### src/cvr_defines.svh
// constants of the processor status and pointer registers
`ifndef CVR_DEFINES_SVH
`define CVR_DEFINES_SVH
// ==================== register addresses
`define CVR_ADDR_SP    8'h81
`define CVR_ADDR_DPL   8'h82
`define CVR_ADDR_DPH   8'h83
`define CVR_ADDR_AUX   8'hA2
`define CVR_ADDR_PSW   8'hD0
`define CVR_ADDR_ACC   8'hE0
`define CVR_ADDR_B     8'hF0
// ==================== reset values
`define CVR_RST_SP     8'h07
`define CVR_RST_BYTE   8'h00
`define CVR_RST_DATA_POINTER   16'h0000
// ==================== status word bit positions
`define CVR_PSW_CY     7
`define CVR_PSW_AC     6
`define CVR_PSW_F0     5
`define CVR_PSW_RS1    4
`define CVR_PSW_RS0    3
`define CVR_PSW_OV     2
`define CVR_PSW_F1     1
`define CVR_PSW_P      0
// ==================== aux select bit positions
`define CVR_AUX_GF     3
`define CVR_AUX_DPS    0
// ==================== misc
`define CVR_BYTE_MAX   16'h00FF
`define CVR_ZERO_BYTE  8'h00
`define CVR_ONE_BYTE   8'h01
`define CVR_ONE_WORD   16'h0001
`endif

### src/cvr_pkg.sv
// types shared by the processor status and pointer registers
package cvr_pkg;
  // operations that the core hands to the register block
  typedef enum logic [3:0] {
    cvr_op_none, cvr_op_add, cvr_op_addc, cvr_op_subb, cvr_op_mul, cvr_op_div,
    cvr_op_push, cvr_op_pop, cvr_op_carry_wr, cvr_op_aux_inc,
    cvr_op_data_pointer_inc, cvr_op_data_pointer_load
  } cvr_op_t;
  // one command from the core
  typedef struct packed {
    logic        valid;
    cvr_op_t     op;
    logic [15:0] operand;
  } cvr_cmd_t;
  // special function register access from the core
  typedef struct packed {
    logic       wr;
    logic       rd;
    logic [7:0] addr;
    logic [7:0] wdata;
  } cvr_sfr_t;
endpackage

### src/cvr_status_regs.sv
// processor status word, stack pointer, operand registers, dual data pointer
// Summary of operation
// - stack pointer increments before push
// - stack pointer resets to 07H
// - stack reaches anywhere in 256-byte internal memory
// - carry set on carry or borrow
// - half carry set on nibble carry/borrow
// - carry doubles as boolean accumulator
// - bank bits select one of four banks
// - add/subtract signed overflow sets wrap flag
// - multiply product above 255 sets wrap flag
// - divide by zero sets wrap flag
// - those ops clear wrap flag otherwise
// - parity shows odd ones in main operand
// - status word bit layout at D0H
// - two user flags are plain software bits
// - second operand serves multiply and divide
// - data pointer is 16 bits, two bytes
// - two pointers, select bit at A2H
// - select 0 first pointer, 1 second
// - aux register resets to xxxx,0xx0 with soft flag
// - incrementing aux register toggles pointer select
`timescale 1ns/1ps
`default_nettype none
`include "cvr_defines.svh"

module cvr_status_regs
  import cvr_pkg::*;
(
  input  wire logic        clk,              // 20 MHz core clock
  input  wire logic        srst,             // synchronous reset, high
  input  wire cvr_sfr_t    sfr,              // register access
  output logic      [7:0]  sfr_rdata,        // read data, one cycle after rd
  input  wire cvr_cmd_t    cmd,              // core operation
  output logic      [7:0]  stack_pointer,    // current stack pointer
  output logic      [7:0]  push_addr,        // where the pushed byte goes
  output logic      [4:0]  bank_base,        // base address of R0
  output logic      [15:0] data_pointer,     // selected pointer
  output logic      [7:0]  main_operand_reg, // accumulator
  output logic      [7:0]  status_word       // status word as read
);

  // ==================== state
  logic [7:0]  second_operand_reg;  // multiply/divide helper
  logic        carry_flag;          // carry, boolean accumulator
  logic        half_carry_flag;     // nibble carry
  logic        user_flag_zero;      // software flag
  logic        bank_select_high;    // bank bit 1
  logic        bank_select_low;     // bank bit 0
  logic        signed_wrap_flag;    // overflow
  logic        user_flag_one;       // software flag
  logic        pointer_select;      // 0 first, 1 second pointer
  logic        general_soft_flag;   // software flag in aux reg
  logic [15:0] data_pointer_q [2];          // both data pointers

  // ==================== decode
  wire       wr_sp   = sfr.wr && (sfr.addr == `CVR_ADDR_SP);
  wire       wr_dpl  = sfr.wr && (sfr.addr == `CVR_ADDR_DPL);
  wire       wr_dph  = sfr.wr && (sfr.addr == `CVR_ADDR_DPH);
  wire       wr_aux  = sfr.wr && (sfr.addr == `CVR_ADDR_AUX);
  wire       wr_psw  = sfr.wr && (sfr.addr == `CVR_ADDR_PSW);
  wire       wr_acc  = sfr.wr && (sfr.addr == `CVR_ADDR_ACC);
  wire       wr_b    = sfr.wr && (sfr.addr == `CVR_ADDR_B);
  // a register write wins over a core operation in the same cycle
  wire       go      = cmd.valid && !sfr.wr;
  wire       op_add  = go && (cmd.op == cvr_op_add);
  wire       op_addc = go && (cmd.op == cvr_op_addc);
  wire       op_subb = go && (cmd.op == cvr_op_subb);
  wire       op_mul  = go && (cmd.op == cvr_op_mul);
  wire       op_div  = go && (cmd.op == cvr_op_div);
  wire       op_push = go && (cmd.op == cvr_op_push);
  wire       op_pop  = go && (cmd.op == cvr_op_pop);
  wire       op_cwr  = go && (cmd.op == cvr_op_carry_wr);
  wire       op_ainc = go && (cmd.op == cvr_op_aux_inc);
  wire       op_dinc = go && (cmd.op == cvr_op_data_pointer_inc);
  wire       op_dld  = go && (cmd.op == cvr_op_data_pointer_load);
  wire [7:0] opnd    = cmd.operand[7:0];

  // ==================== arithmetic
  // carry in only for the with-carry forms
  wire       cin     = (op_addc || op_subb) && carry_flag;
  wire [8:0] sum9    = {1'b0, main_operand_reg} + {1'b0, opnd} + {8'h00, cin};
  wire [4:0] sum5    = {1'b0, main_operand_reg[3:0]} + {1'b0, opnd[3:0]} + {4'h0, cin};
  wire [8:0] dif9    = {1'b0, main_operand_reg} - {1'b0, opnd} - {8'h00, cin};
  wire [4:0] dif5    = {1'b0, main_operand_reg[3:0]} - {1'b0, opnd[3:0]} - {4'h0, cin};
  // signed overflow: add of like signs or subtract of unlike signs, result takes the other sign
  wire       add_ov  = (main_operand_reg[7] == opnd[7]) && (sum9[7] != opnd[7]);
  wire       sub_ov  = (main_operand_reg[7] != opnd[7]) && (dif9[7] != main_operand_reg[7]);
  wire [15:0] prod   = {8'h00, main_operand_reg} * {8'h00, second_operand_reg};
  wire       div_zero = (second_operand_reg == `CVR_ZERO_BYTE);
  wire [7:0] quo     = div_zero ? main_operand_reg : main_operand_reg / second_operand_reg;
  wire [7:0] rem     = div_zero ? second_operand_reg : main_operand_reg % second_operand_reg;

  // ==================== next values
  logic [7:0] next_acc;       // accumulator
  logic [7:0] next_b;         // second operand
  logic [7:0] next_sp;        // stack pointer
  logic       next_cy;        // carry
  logic       next_ac;        // half carry
  logic       next_ov;        // overflow
  logic       next_dps;       // pointer select

  // accumulator and second operand
  always_comb begin
    next_acc = main_operand_reg;
    next_b   = second_operand_reg;
    if (wr_acc) begin
      next_acc = sfr.wdata;
    end else if (op_add || op_addc) begin
      next_acc = sum9[7:0];
    end else if (op_subb) begin
      next_acc = dif9[7:0];
    end else if (op_mul) begin
      next_acc = prod[7:0];
      next_b   = prod[15:8];
    end else if (op_div) begin
      next_acc = quo;
      next_b   = rem;
    end
    if (wr_b) begin
      next_b = sfr.wdata;
    end
  end

  // stack pointer: 8 bits, wraps inside 256 bytes
  always_comb begin
    next_sp = stack_pointer;
    if (wr_sp) begin
      next_sp = sfr.wdata;
    end else if (op_push) begin
      next_sp = stack_pointer + `CVR_ONE_BYTE;
    end else if (op_pop) begin
      next_sp = stack_pointer - `CVR_ONE_BYTE;
    end
  end

  // carry, half carry and overflow
  always_comb begin
    next_cy = carry_flag;
    next_ac = half_carry_flag;
    next_ov = signed_wrap_flag;
    if (wr_psw) begin
      next_cy = sfr.wdata[`CVR_PSW_CY];
      next_ac = sfr.wdata[`CVR_PSW_AC];
      next_ov = sfr.wdata[`CVR_PSW_OV];
    end else if (op_add || op_addc) begin
      next_cy = sum9[8];
      next_ac = sum5[4];
      next_ov = add_ov;
    end else if (op_subb) begin
      next_cy = dif9[8];
      next_ac = dif5[4];
      next_ov = sub_ov;
    end else if (op_mul || op_div) begin
      next_cy = 1'b0;
      next_ac = 1'b0;
      next_ov = op_mul ? (prod > `CVR_BYTE_MAX) : div_zero;
    end else if (op_cwr) begin
      next_cy = opnd[0];
    end
  end

  // pointer select: written, or toggled by an increment
  always_comb begin
    next_dps = pointer_select;
    if (wr_aux) begin
      next_dps = sfr.wdata[`CVR_AUX_DPS];
    end else if (op_ainc) begin
      next_dps = !pointer_select;
    end
  end

  // ==================== registers
  // operand registers and stack pointer
  always_ff @(posedge clk) begin
    if (srst) begin
      main_operand_reg   <= `CVR_RST_BYTE;
      second_operand_reg <= `CVR_RST_BYTE;
      stack_pointer      <= `CVR_RST_SP;
    end else begin
      main_operand_reg   <= next_acc;
      second_operand_reg <= next_b;
      stack_pointer      <= next_sp;
    end
  end

  // status word flags
  always_ff @(posedge clk) begin
    if (srst) begin
      carry_flag       <= 1'b0;
      half_carry_flag  <= 1'b0;
      signed_wrap_flag <= 1'b0;
    end else begin
      carry_flag       <= next_cy;
      half_carry_flag  <= next_ac;
      signed_wrap_flag <= next_ov;
    end
  end

  // software-owned status bits
  always_ff @(posedge clk) begin
    if (srst) begin
      user_flag_zero   <= 1'b0;
      user_flag_one    <= 1'b0;
      bank_select_high <= 1'b0;
      bank_select_low  <= 1'b0;
    end else if (wr_psw) begin
      user_flag_zero   <= sfr.wdata[`CVR_PSW_F0];
      user_flag_one    <= sfr.wdata[`CVR_PSW_F1];
      bank_select_high <= sfr.wdata[`CVR_PSW_RS1];
      bank_select_low  <= sfr.wdata[`CVR_PSW_RS0];
    end
  end

  // aux select register
  always_ff @(posedge clk) begin
    if (srst) begin
      pointer_select    <= 1'b0;
      general_soft_flag <= 1'b0;
    end else begin
      pointer_select    <= next_dps;
      if (wr_aux) begin
        general_soft_flag <= sfr.wdata[`CVR_AUX_GF];
      end
    end
  end

  // ==================== dual data pointer
  // only the selected pointer changes; the other holds
  generate
    for (genvar i = 0; i < 2; i++) begin : g_data_pointer
      wire sel = (pointer_select == 1'(i));
      always_ff @(posedge clk) begin
        if (srst) begin
          data_pointer_q[i] <= `CVR_RST_DATA_POINTER;
        end else if (sel) begin
          if (wr_dpl) begin
            data_pointer_q[i][7:0] <= sfr.wdata;
          end else if (wr_dph) begin
            data_pointer_q[i][15:8] <= sfr.wdata;
          end else if (op_dld) begin
            data_pointer_q[i] <= cmd.operand;
          end else if (op_dinc) begin
            data_pointer_q[i] <= data_pointer_q[i] + `CVR_ONE_WORD;
          end
        end
      end
    end
  endgenerate

  // ==================== outputs
  assign data_pointer = data_pointer_q[pointer_select];
  assign push_addr    = stack_pointer;
  assign bank_base    = {bank_select_high, bank_select_low, 3'b000};
  // parity follows the accumulator without delay
  assign status_word  = {carry_flag, half_carry_flag, user_flag_zero,
                         bank_select_high, bank_select_low, signed_wrap_flag,
                         user_flag_one, ^main_operand_reg};

  // read mux; unmapped addresses read zero
  logic [7:0] rd_mux;
  always_comb begin
    case (sfr.addr)
      `CVR_ADDR_SP:  rd_mux = stack_pointer;
      `CVR_ADDR_DPL: rd_mux = data_pointer[7:0];
      `CVR_ADDR_DPH: rd_mux = data_pointer[15:8];
      `CVR_ADDR_AUX: rd_mux = {4'h0, general_soft_flag, 2'b00, pointer_select};
      `CVR_ADDR_PSW: rd_mux = status_word;
      `CVR_ADDR_ACC: rd_mux = main_operand_reg;
      `CVR_ADDR_B:   rd_mux = second_operand_reg;
      default:       rd_mux = `CVR_ZERO_BYTE;
    endcase
  end

  // read data register
  always_ff @(posedge clk) begin
    if (srst) begin
      sfr_rdata <= `CVR_ZERO_BYTE;
    end else if (sfr.rd) begin
      sfr_rdata <= rd_mux;
    end
  end

  // ==================== checks
  property p_sp_reset;
    @(posedge clk) $fell(srst) |-> stack_pointer == `CVR_RST_SP;
  endproperty
  a_sp_reset: assert property (p_sp_reset)
    else $error("stack pointer not 07H after reset");

  property p_push;
    @(posedge clk) disable iff (srst)
      op_push |=> (stack_pointer == $past(stack_pointer) + 8'h01) && push_addr == stack_pointer;
  endproperty
  a_push: assert property (p_push)
    else $error("push did not pre-increment");

  property p_add_carry;
    @(posedge clk) disable iff (srst)
      (op_add && main_operand_reg == 8'hFF && opnd == 8'h01) |=>
        carry_flag && half_carry_flag && main_operand_reg == 8'h00;
  endproperty
  a_add_carry: assert property (p_add_carry)
    else $error("add carry or half carry wrong");

  property p_sub_borrow;
    @(posedge clk) disable iff (srst)
      (op_subb && !carry_flag && main_operand_reg == 8'h10 && opnd == 8'h01) |=>
        !carry_flag && half_carry_flag && main_operand_reg == 8'h0F;
  endproperty
  a_sub_borrow: assert property (p_sub_borrow)
    else $error("subtract nibble borrow wrong");

  property p_add_ov;
    @(posedge clk) disable iff (srst)
      (op_add && main_operand_reg == 8'h7F && opnd == 8'h01) |=> signed_wrap_flag;
  endproperty
  a_add_ov: assert property (p_add_ov)
    else $error("signed overflow missed");

  property p_mul_ov;
    @(posedge clk) disable iff (srst)
      op_mul |=> signed_wrap_flag == (second_operand_reg != 8'h00) && !carry_flag;
  endproperty
  a_mul_ov: assert property (p_mul_ov)
    else $error("multiply overflow wrong");

  property p_div_zero;
    @(posedge clk) disable iff (srst)
      (op_div && div_zero) |=> signed_wrap_flag && $stable(main_operand_reg);
  endproperty
  a_div_zero: assert property (p_div_zero)
    else $error("divide by zero not flagged");

  property p_parity;
    @(posedge clk) disable iff (srst)
      wr_acc |=> status_word[0] == ^$past(sfr.wdata);
  endproperty
  a_parity: assert property (p_parity)
    else $error("parity does not follow accumulator");

  property p_bank;
    @(posedge clk) disable iff (srst)
      wr_psw |=> bank_base == {$past(sfr.wdata[`CVR_PSW_RS1:`CVR_PSW_RS0]), 3'b000};
  endproperty
  a_bank: assert property (p_bank)
    else $error("bank base wrong");

  property p_toggle;
    @(posedge clk) disable iff (srst)
      op_ainc |=> pointer_select != $past(pointer_select);
  endproperty
  a_toggle: assert property (p_toggle)
    else $error("pointer select did not toggle");

  property p_hold;
    @(posedge clk) disable iff (srst)
      (op_dld && !pointer_select) |=>
        data_pointer_q[1] == $past(data_pointer_q[1]) && data_pointer == $past(cmd.operand);
  endproperty
  a_hold: assert property (p_hold)
    else $error("unselected pointer changed");

endmodule // cvr_status_regs
`default_nettype wire

### config.mk
export PLATFORM = sky130hd
export DESIGN_NAME = cvr_status_regs
export DESIGN_NICKNAME = d
export VERILOG_FILES = /design/src/cvr_pkg.sv /design/src/cvr_status_regs.sv
export VERILOG_INCLUDE_DIRS = /design/src
export SDC_FILE = /design/constraint.sdc
export NUM_CORES = 1
export LEC_CHECK = 0
export BUFFER_PORTS_ARGS = -buffer_cell sky130_fd_sc_hd__buf_2
export CORE_UTILIZATION = 30
export CTS_CLUSTER_DIAMETER = 120
export CTS_CLUSTER_SIZE = 10
export DETAILED_ROUTE_END_ITERATION = 8
export GPL_ROUTABILITY_DRIVEN = 0
export MAX_ROUTING_LAYER = met4
export PLACE_DENSITY = 0.45
export SLEW_MARGIN = 0
export SYNTH_ARGS = -nofsm -noshare
export SYNTH_HDL_FRONTEND = slang
export SYNTH_SLANG_ARGS = --single-unit
### constraint.sdc
create_clock -name clk -period 13.55 [get_ports clk]
set_input_delay 0.6775 -clock clk [delete_from_list [all_inputs] [get_ports clk]]
set_output_delay 0.6775 -clock clk [all_outputs]
set_load 0.02 [all_outputs]
==> results of run 1 <==
final cells by class:
class | count | area share
inverters | 99 | 0.0321
well taps | 455 | 0.0492
clock buffers | 12 | 0.0223
flip-flops and latches | 74 | 0.156
clock inverters | 4 | 0.00444
diodes | 1 | 0.000216
repair buffers | 121 | 0.0574
multi-input cells | 1025 | 0.678
cells by family (layout without fill, tap and decap cells):
logic type | count (synthesis) | in the layout | synth area share
AOI/OAI and AO/OA | 316 | 316 | 0.215
xor gates and xnor gates | 76 | 76 | 0.0635
adders and majority gates | 152 | 152 | 0.211
buffers and inverters | 185 | 236 | 0.0827
DFF | 74 | 74 | 0.172
muxes | 60 | 60 | 0.0605
other | 1 | 4 | 0.000358
and+or+nand+nor | 418 | 418 | 0.195
critical path, delay by kind of cell, from the launching register on:
kind	cells	cell delay, ns
fa+ha+maj	7	2.02
flops	1	0.56
compound gates	20	5.34
buf+inv	3	0.39
mux	5	1.51
simple gates	10	2.49
xor+xnor	1	0.17
cells in the final DEF, fill, tap and decap left out, types with 30 or more instances in the layout:
cell / n
inv_1: 97
edfxtp_1: 32
o21ai_0: 46
fa_1: 42
nand2_1: 107
mux2i_1: 36
nor2_1: 128
dfxtp_1: 42
ha_1: 110
a21oi_1: 66
nor3_1: 30
buf_2: 98
xnor2_1: 47
Yosys cell counts (5+ instances only):
library cell / count / share of area
a211oi_1: 23 / 0.016
a21boi_0: 5 / 0.0036
a21o_1: 17 / 0.012
a21oi_1: 66 / 0.032
a221o_1: 9 / 0.0086
a221oi_1: 21 / 0.018
a22oi_1: 14 / 0.010
a311oi_1: 6 / 0.0050
a31oi_1: 9 / 0.0054
and2_1: 8 / 0.0048
and3_1: 11 / 0.0066
buf_2: 6 / 0.0029
buf_4: 21 / 0.015
clkbuf_1: 45 / 0.016
clkbuf_8: 5 / 0.0066
dfxtp_1: 42 / 0.080
edfxtp_1: 32 / 0.092
fa_1: 42 / 0.080
ha_1: 110 / 0.13
inv_1: 97 / 0.035
mux2_2: 23 / 0.025
mux2i_1: 36 / 0.034
nand2_1: 107 / 0.038
nand2b_1: 14 / 0.0084
nand3_1: 26 / 0.012
nand3b_1: 8 / 0.0057
nand4_1: 13 / 0.0078
nor2_1: 129 / 0.046
nor2b_1: 10 / 0.0060
nor3_1: 32 / 0.015
nor4_1: 10 / 0.0060
o211ai_1: 23 / 0.016
o21a_1: 11 / 0.0079
o21ai_0: 46 / 0.022
o21bai_1: 7 / 0.0050
o221ai_1: 6 / 0.0050
o31ai_1: 5 / 0.0036
or2_2: 13 / 0.0078
or3_1: 9 / 0.0054
xnor2_1: 47 / 0.039
xor2_1: 29 / 0.024
path summary, 6_finish.rpt:
path	startpoint	endpoint	slack (ns)	cells past startpoint
worst max-delay path	second_operand_reg[7]	second_operand_reg[7]	0.87	46
worst max register to register	second_operand_reg[7]	second_operand_reg[7]	0.87	46
worst min-delay path	general_soft_flag	general_soft_flag	0.46	2
worst min register to register	general_soft_flag	general_soft_flag	0.46	2
per-layer routing:
layer  track usage  part of all wire  vias up  routed length (um)
met5             -                 0        -                   0
met2         0.365              0.48      272               18400
met3        0.0182             0.039       28                1500
met1         0.288              0.47     4804               17900
met4        0.0416             0.013        0                 499
li1              -                 -     4697                   -
through the flow:
| step | std cells | hold WS (ns) |
|---|---|---|
| 5_1_grt | 1790 | 0.481 |
| 6_report | 1791 | 0.462 |
| 2_1_floorplan | 1284 | 0.436 |
| 4_1_cts | 1790 | 0.465 |
| 3_3_place_gp | 1774 | 0.452 |
| 3_5_place_dp | 1774 | 0.456 |
==> results.sh, run 1 <==
export IMPL_finalSetupTns_ns=0
export IMPL_dp_hpwl_mm=29.7
export IMPL_drv_cap=0
export IMPL_multi_input_area_um2=7840
export IMPL_path_max_fanout=18
export IMPL_core_area_um2=34500
export IMPL_htree_levels=3
export IMPL_tightestPinTransition_ns=1.17
export IMPL_status="completed"
export IMPL_cts_buffers=9
export IMPL_worstSkewPairLatency_ns=0.35
export IMPL_clk_path_buf_depth=2
export IMPL_grt_max_degree=55
export IMPL_slowest_stage="dfxtp_1"
export IMPL_cts_root_buf="clkbuf_16"
export IMPL_endpoint_kind="register"
export IMPL_finalCriticalPeriod_ns=12.68
export IMPL_ctsResizeCount=0
export IMPL_async_reset_ff_frac=0
export IMPL_drtIter0Drc=662
export IMPL_drive_gt1_frac=0.152
export IMPL_drv_slew=0
export IMPL_via_per_inst=5.47
export IMPL_yosysWarnings=0
export IMPL_hold_class="reg -> reg"
export IMPL_pre_cts_slack_ns=0.963
export IMPL_fin_worst_skew_ns=0.0104
export IMPL_fin_nets=1523
export IMPL_startpoint_type="register"
export IMPL_fin_crit_sh=0.936
export IMPL_hold_buffers=0
export IMPL_regArea_um2=1800
export IMPL_cts_clk_slew_worst_paths_ns=0.06
export IMPL_grt_usage=0.218
export IMPL_cts_setup_buffers=0
export IMPL_tritoncts="done"
export IMPL_hold_viol=0
export IMPL_synth_cell_types=95
export IMPL_die_area_um2=35700
export IMPL_start_util=0.304
export IMPL_max_slew_margin=0.214
export IMPL_worstPathRequired_ns=13.76
export IMPL_drc_errors=0
export IMPL_grt_remaining_overflow=0
export IMPL_grt_pass1_wl_mm=57.8
export IMPL_wl_mm=38.2
export IMPL_setup_slack_ns=0.868
export IMPL_wire_per_inst_um=21.3
export IMPL_io_pins=102
export IMPL_path_common_cell="ha_1"
export IMPL_area_delta_synth_final_pct=10.3
export IMPL_top_register="data_pointer_q"
export IMPL_rows=68
export IMPL_port_buffers=98
export IMPL_crit_type="reg -> reg"
export IMPL_clock_fmax_mhz=78.9
export IMPL_grt_antenna_before_repair=0
export IMPL_postRouteAntennaNets=0
export IMPL_cp_slowest_stage_delay_ns=0.56
export IMPL_vias=9801
export IMPL_finalSetupViolCount=0
export IMPL_yosysSeqAreaShare=0.172
export IMPL_grt_setup_unrepaired="no"
export IMPL_die_height_um=189
export IMPL_synth_avg_cell_area_um2=8.18
export IMPL_syn_instance_count=1282
export IMPL_syn_area_um2=10500
export IMPL_synth_edff_count=32
export IMPL_nFillCells=3646
export IMPL_grt_pass1_vias=9432
export IMPL_die_width_um=189
export IMPL_yosys_most_used_dff="dfxtp_1"
export IMPL_first_pass_iters=7
export IMPL_final_cell_area_um2=11600
export IMPL_yosys_register_bits=74
export IMPL_fin_util=0.335
export IMPL_post_dp_cell_area_um2=11200
export IMPL_largest_reg_flops=32
export IMPL_cts_sinks=74
export IMPL_cp_arrival_ns=12.89
Power of run 1 is left out: the tool's default activity adds up to more than one toggle a clock period on the data nets, which glitch-free logic cannot reach.
==> inputs of run 2 (changes only) <==
ABC_AREA = 1   (was default)
CORE_ASPECT_RATIO = 0.7   (was default)
CORE_UTILIZATION = 60   (was 30)
PLACE_DENSITY = 0.8   (was 0.45)
==> run 2 against run 1 <==
Net effect:
- non-clock buffer count is 16 lower
- final cell count grew 2.3%
- wire length down 13%
- die area is 50% lower
- hold slack gained 0.0027 ns
- sequential share of layout area grew 0.41 points
- clock skew decreased by 0.0025 ns
- via count up 10%
- utilization rose by 34 points
- flip-flop and latch count unchanged
- maximum frequency rose by 20%
==> results.sh, run 2 <==
export IMPL_die_width_um=160
export IMPL_path_buf_inv=10
export IMPL_synth_area_leaders="nand2_1 (13%), ha_1 (13%), inv_1 (9.4%), edfxtp_1 (9.2%), dfxtp_1 (8.1%)"
export IMPL_postRouteAntennaNets=0
export IMPL_cp_top_family="simple AND/OR/NAND/NOR gates"
export IMPL_netlist_top_cell_by_area="nand2_1"
export IMPL_die_height_um=112
export IMPL_syn_area_um2=10400
export IMPL_vias=10800
export IMPL_endpoint_kind="register"
export IMPL_ctsResizeCount=0
export IMPL_worstSkewPairLatency_ns=0.35
export IMPL_grt_pass1_wl_mm=52.8
export IMPL_cts_buffers=9
export IMPL_dp_hpwl_mm=26.4
export IMPL_max_slew_margin=0.177
export IMPL_path_max_fanout=11
export IMPL_cts_root_buf="clkbuf_16"
export IMPL_top_register="data_pointer_q"
export IMPL_die_area_um2=17900
export IMPL_yosysSeqAreaShare=0.173
export IMPL_yosysMostFrequentCell="nand2_1"
export IMPL_stdcell_count=1832
export IMPL_drive_gt1_frac=0.126
export IMPL_cp_arrival_ns=10.80
export IMPL_synth_common_cells="nand2_1 (372), inv_1 (261), ha_1 (110), a21oi_1 (101), nor2_1 (82)"
export IMPL_r2r_cells=70
export IMPL_htree_levels=3
export IMPL_cts_setup_buffers=0
export IMPL_syn_instance_count=1541
export IMPL_synth_avg_cell_area_um2=6.77
export IMPL_hold_viol=0
export IMPL_start_util=0.627
export IMPL_crit_type="reg -> reg"
export IMPL_grt_pass1_vias=9809
export IMPL_via_per_inst=5.89
export IMPL_grt_antenna_before_repair=0
export IMPL_synth_cell_types=55
export IMPL_io_pins=102
export IMPL_synth_edff_count=32
export IMPL_async_reset_ff_frac=0
export IMPL_finalSetupViolCount=0
export IMPL_startpoint_type="register"
export IMPL_drv_slew=0
export IMPL_fin_nets=1795
export IMPL_layout_common_cells="nand2_1 (372), inv_1 (261), ha_1 (110)"
export IMPL_yosys_most_used_dff="dfxtp_1"
export IMPL_first_pass_iters=7
export IMPL_tritoncts="done"
export IMPL_rows=39
export IMPL_hold_class="reg -> reg"
export IMPL_drc_errors=0
export IMPL_fin_crit_sh=0.780
export IMPL_clk_path_buf_depth=2
export IMPL_finalCriticalPeriod_ns=10.57
export IMPL_synth_top_area_share=0.134
export IMPL_dp_cells=1816
export IMPL_clock_fmax_mhz=94.6
export IMPL_area_delta_synth_final_pct=7.99
export IMPL_port_buffers=98
export IMPL_tightestPinTransition_ns=1.22
export IMPL_drv_cap=0
export IMPL_core_area_um2=16600
export IMPL_fin_worst_skew_ns=0.00791
export IMPL_cts_clk_slew_worst_paths_ns=0.06
export IMPL_slowest_stage="dfxtp_1"
export IMPL_grt_remaining_overflow=0
export IMPL_status="completed"
export IMPL_worstPathRequired_ns=13.78
export IMPL_yosysWarnings=0
export IMPL_cp_slowest_stage_delay_ns=0.57
export IMPL_grt_setup_unrepaired="no"
export IMPL_grt_max_degree=33
export IMPL_finalSetupTns_ns=0
export IMPL_largest_reg_flops=32
export IMPL_hold_depth=2
export IMPL_path_depth=70
export IMPL_wire_per_inst_um=18.1
export IMPL_path_common_cell="nand2_1"
export IMPL_antenna_cells=0
export IMPL_final_common_cell="nand2_1"
export IMPL_hold_buffers=0
export IMPL_yosys_register_bits=74
export IMPL_grt_usage=0.389
export IMPL_cts_sinks=74
export IMPL_drtIter0Drc=1661
export IMPL_wl_mm=33.2
## run 2: changes by cell type after synthesis, moves of 17 or more
| cell | before | now |
|---|---|---|
| inv_1 | 97 | 261 |
| a211oi_1 | 23 | 2 |
| nor3_1 | 32 | 14 |
| nand2_1 | 107 | 372 |
| mux2_2 | 23 | 0 |
| a21oi_1 | 66 | 101 |
| clkbuf_1 | 45 | 26 |
| o21ai_0 | 46 | 75 |
| inv_2 | 0 | 19 |
| a221oi_1 | 21 | 4 |
| xnor2_1 | 47 | 17 |
| mux2i_1 | 36 | 1 |
| nand3_1 | 26 | 79 |
| nor2_1 | 129 | 82 |
## run 2: cells by family (layout without fill, tap and decap cells)
family,count (synthesis),in the layout,share of synthesized area
flip-flops,74,74,0.173
adder cells (fa/ha/maj),152,152,0.213
buffers and inverters,339,403,0.132
other,1,3,0.000359
AO/OA/AOI/OAI,280,280,0.161
multiplexers,1,1,0.000960
AND/OR/NAND/NOR,632,632,0.269
XOR/XNOR,62,62,0.0521
## run 2: path summary, 6_finish.rpt
check | to | slack [ns] | from
setup / recovery | second_operand_reg[1] | 2.98 | second_operand_reg[0]
hold reg to reg | sfr_rdata[6] | 0.46 | sfr_rdata[6]
hold / removal | sfr_rdata[6] | 0.46 | sfr_rdata[6]
setup reg to reg | second_operand_reg[1] | 2.98 | second_operand_reg[0]
## run 2: tightest hold or removal path, cell delays in order, from the launching register on
cell and delay (ns):
dfxtp_1 0.31, nand2_1 0.06, a21oi_1 0.05
## run 2: cell type report
| cell class | instances | area (um2) |
|---|---|---|
| Sequential cell | 74 | 1800 |
| Multi-Input combinational cell | 1130 | 7260 |
| Tap cell | 225 | 282 |
| Fill cell | 1477 | 5380 |
| Timing Repair Buffer | 105 | 543 |
| Clock inverter | 4 | 27.5 |
| Clock buffer | 12 | 289 |
| Inverter | 282 | 1060 |
## run 2: stage by stage
stage / hold WS [ns] / worst slack (ns) / area (um2) / util
6_report: 0.465 / 2.98 / 11300 / 0.677
5_1_grt: 0.480 / 1.96 / 11300 / 0.677
4_1_cts: 0.465 / 3.14 / 11300 / 0.677
3_5_place_dp: 0.452 / 3.17 / 10900 / 0.658
3_3_place_gp: 0.444 / 3.70 / 10900 / 0.658
2_1_floorplan: 0.431 / 4.33 / 10400 / -
## run 2: layer usage
| layer | track usage | share of wire | vias up |
|---|---|---|---|
| li1 | - | - | 5114 |
| met1 | 0.563 | 0.44 | 4882 |
| met2 | 0.521 | 0.39 | 720 |
| met3 | 0.120 | 0.15 | 75 |
| met4 | 0.0801 | 0.020 | 0 |
| met5 | - | 0 | - |
Power of run 2 is left out for the same reason.
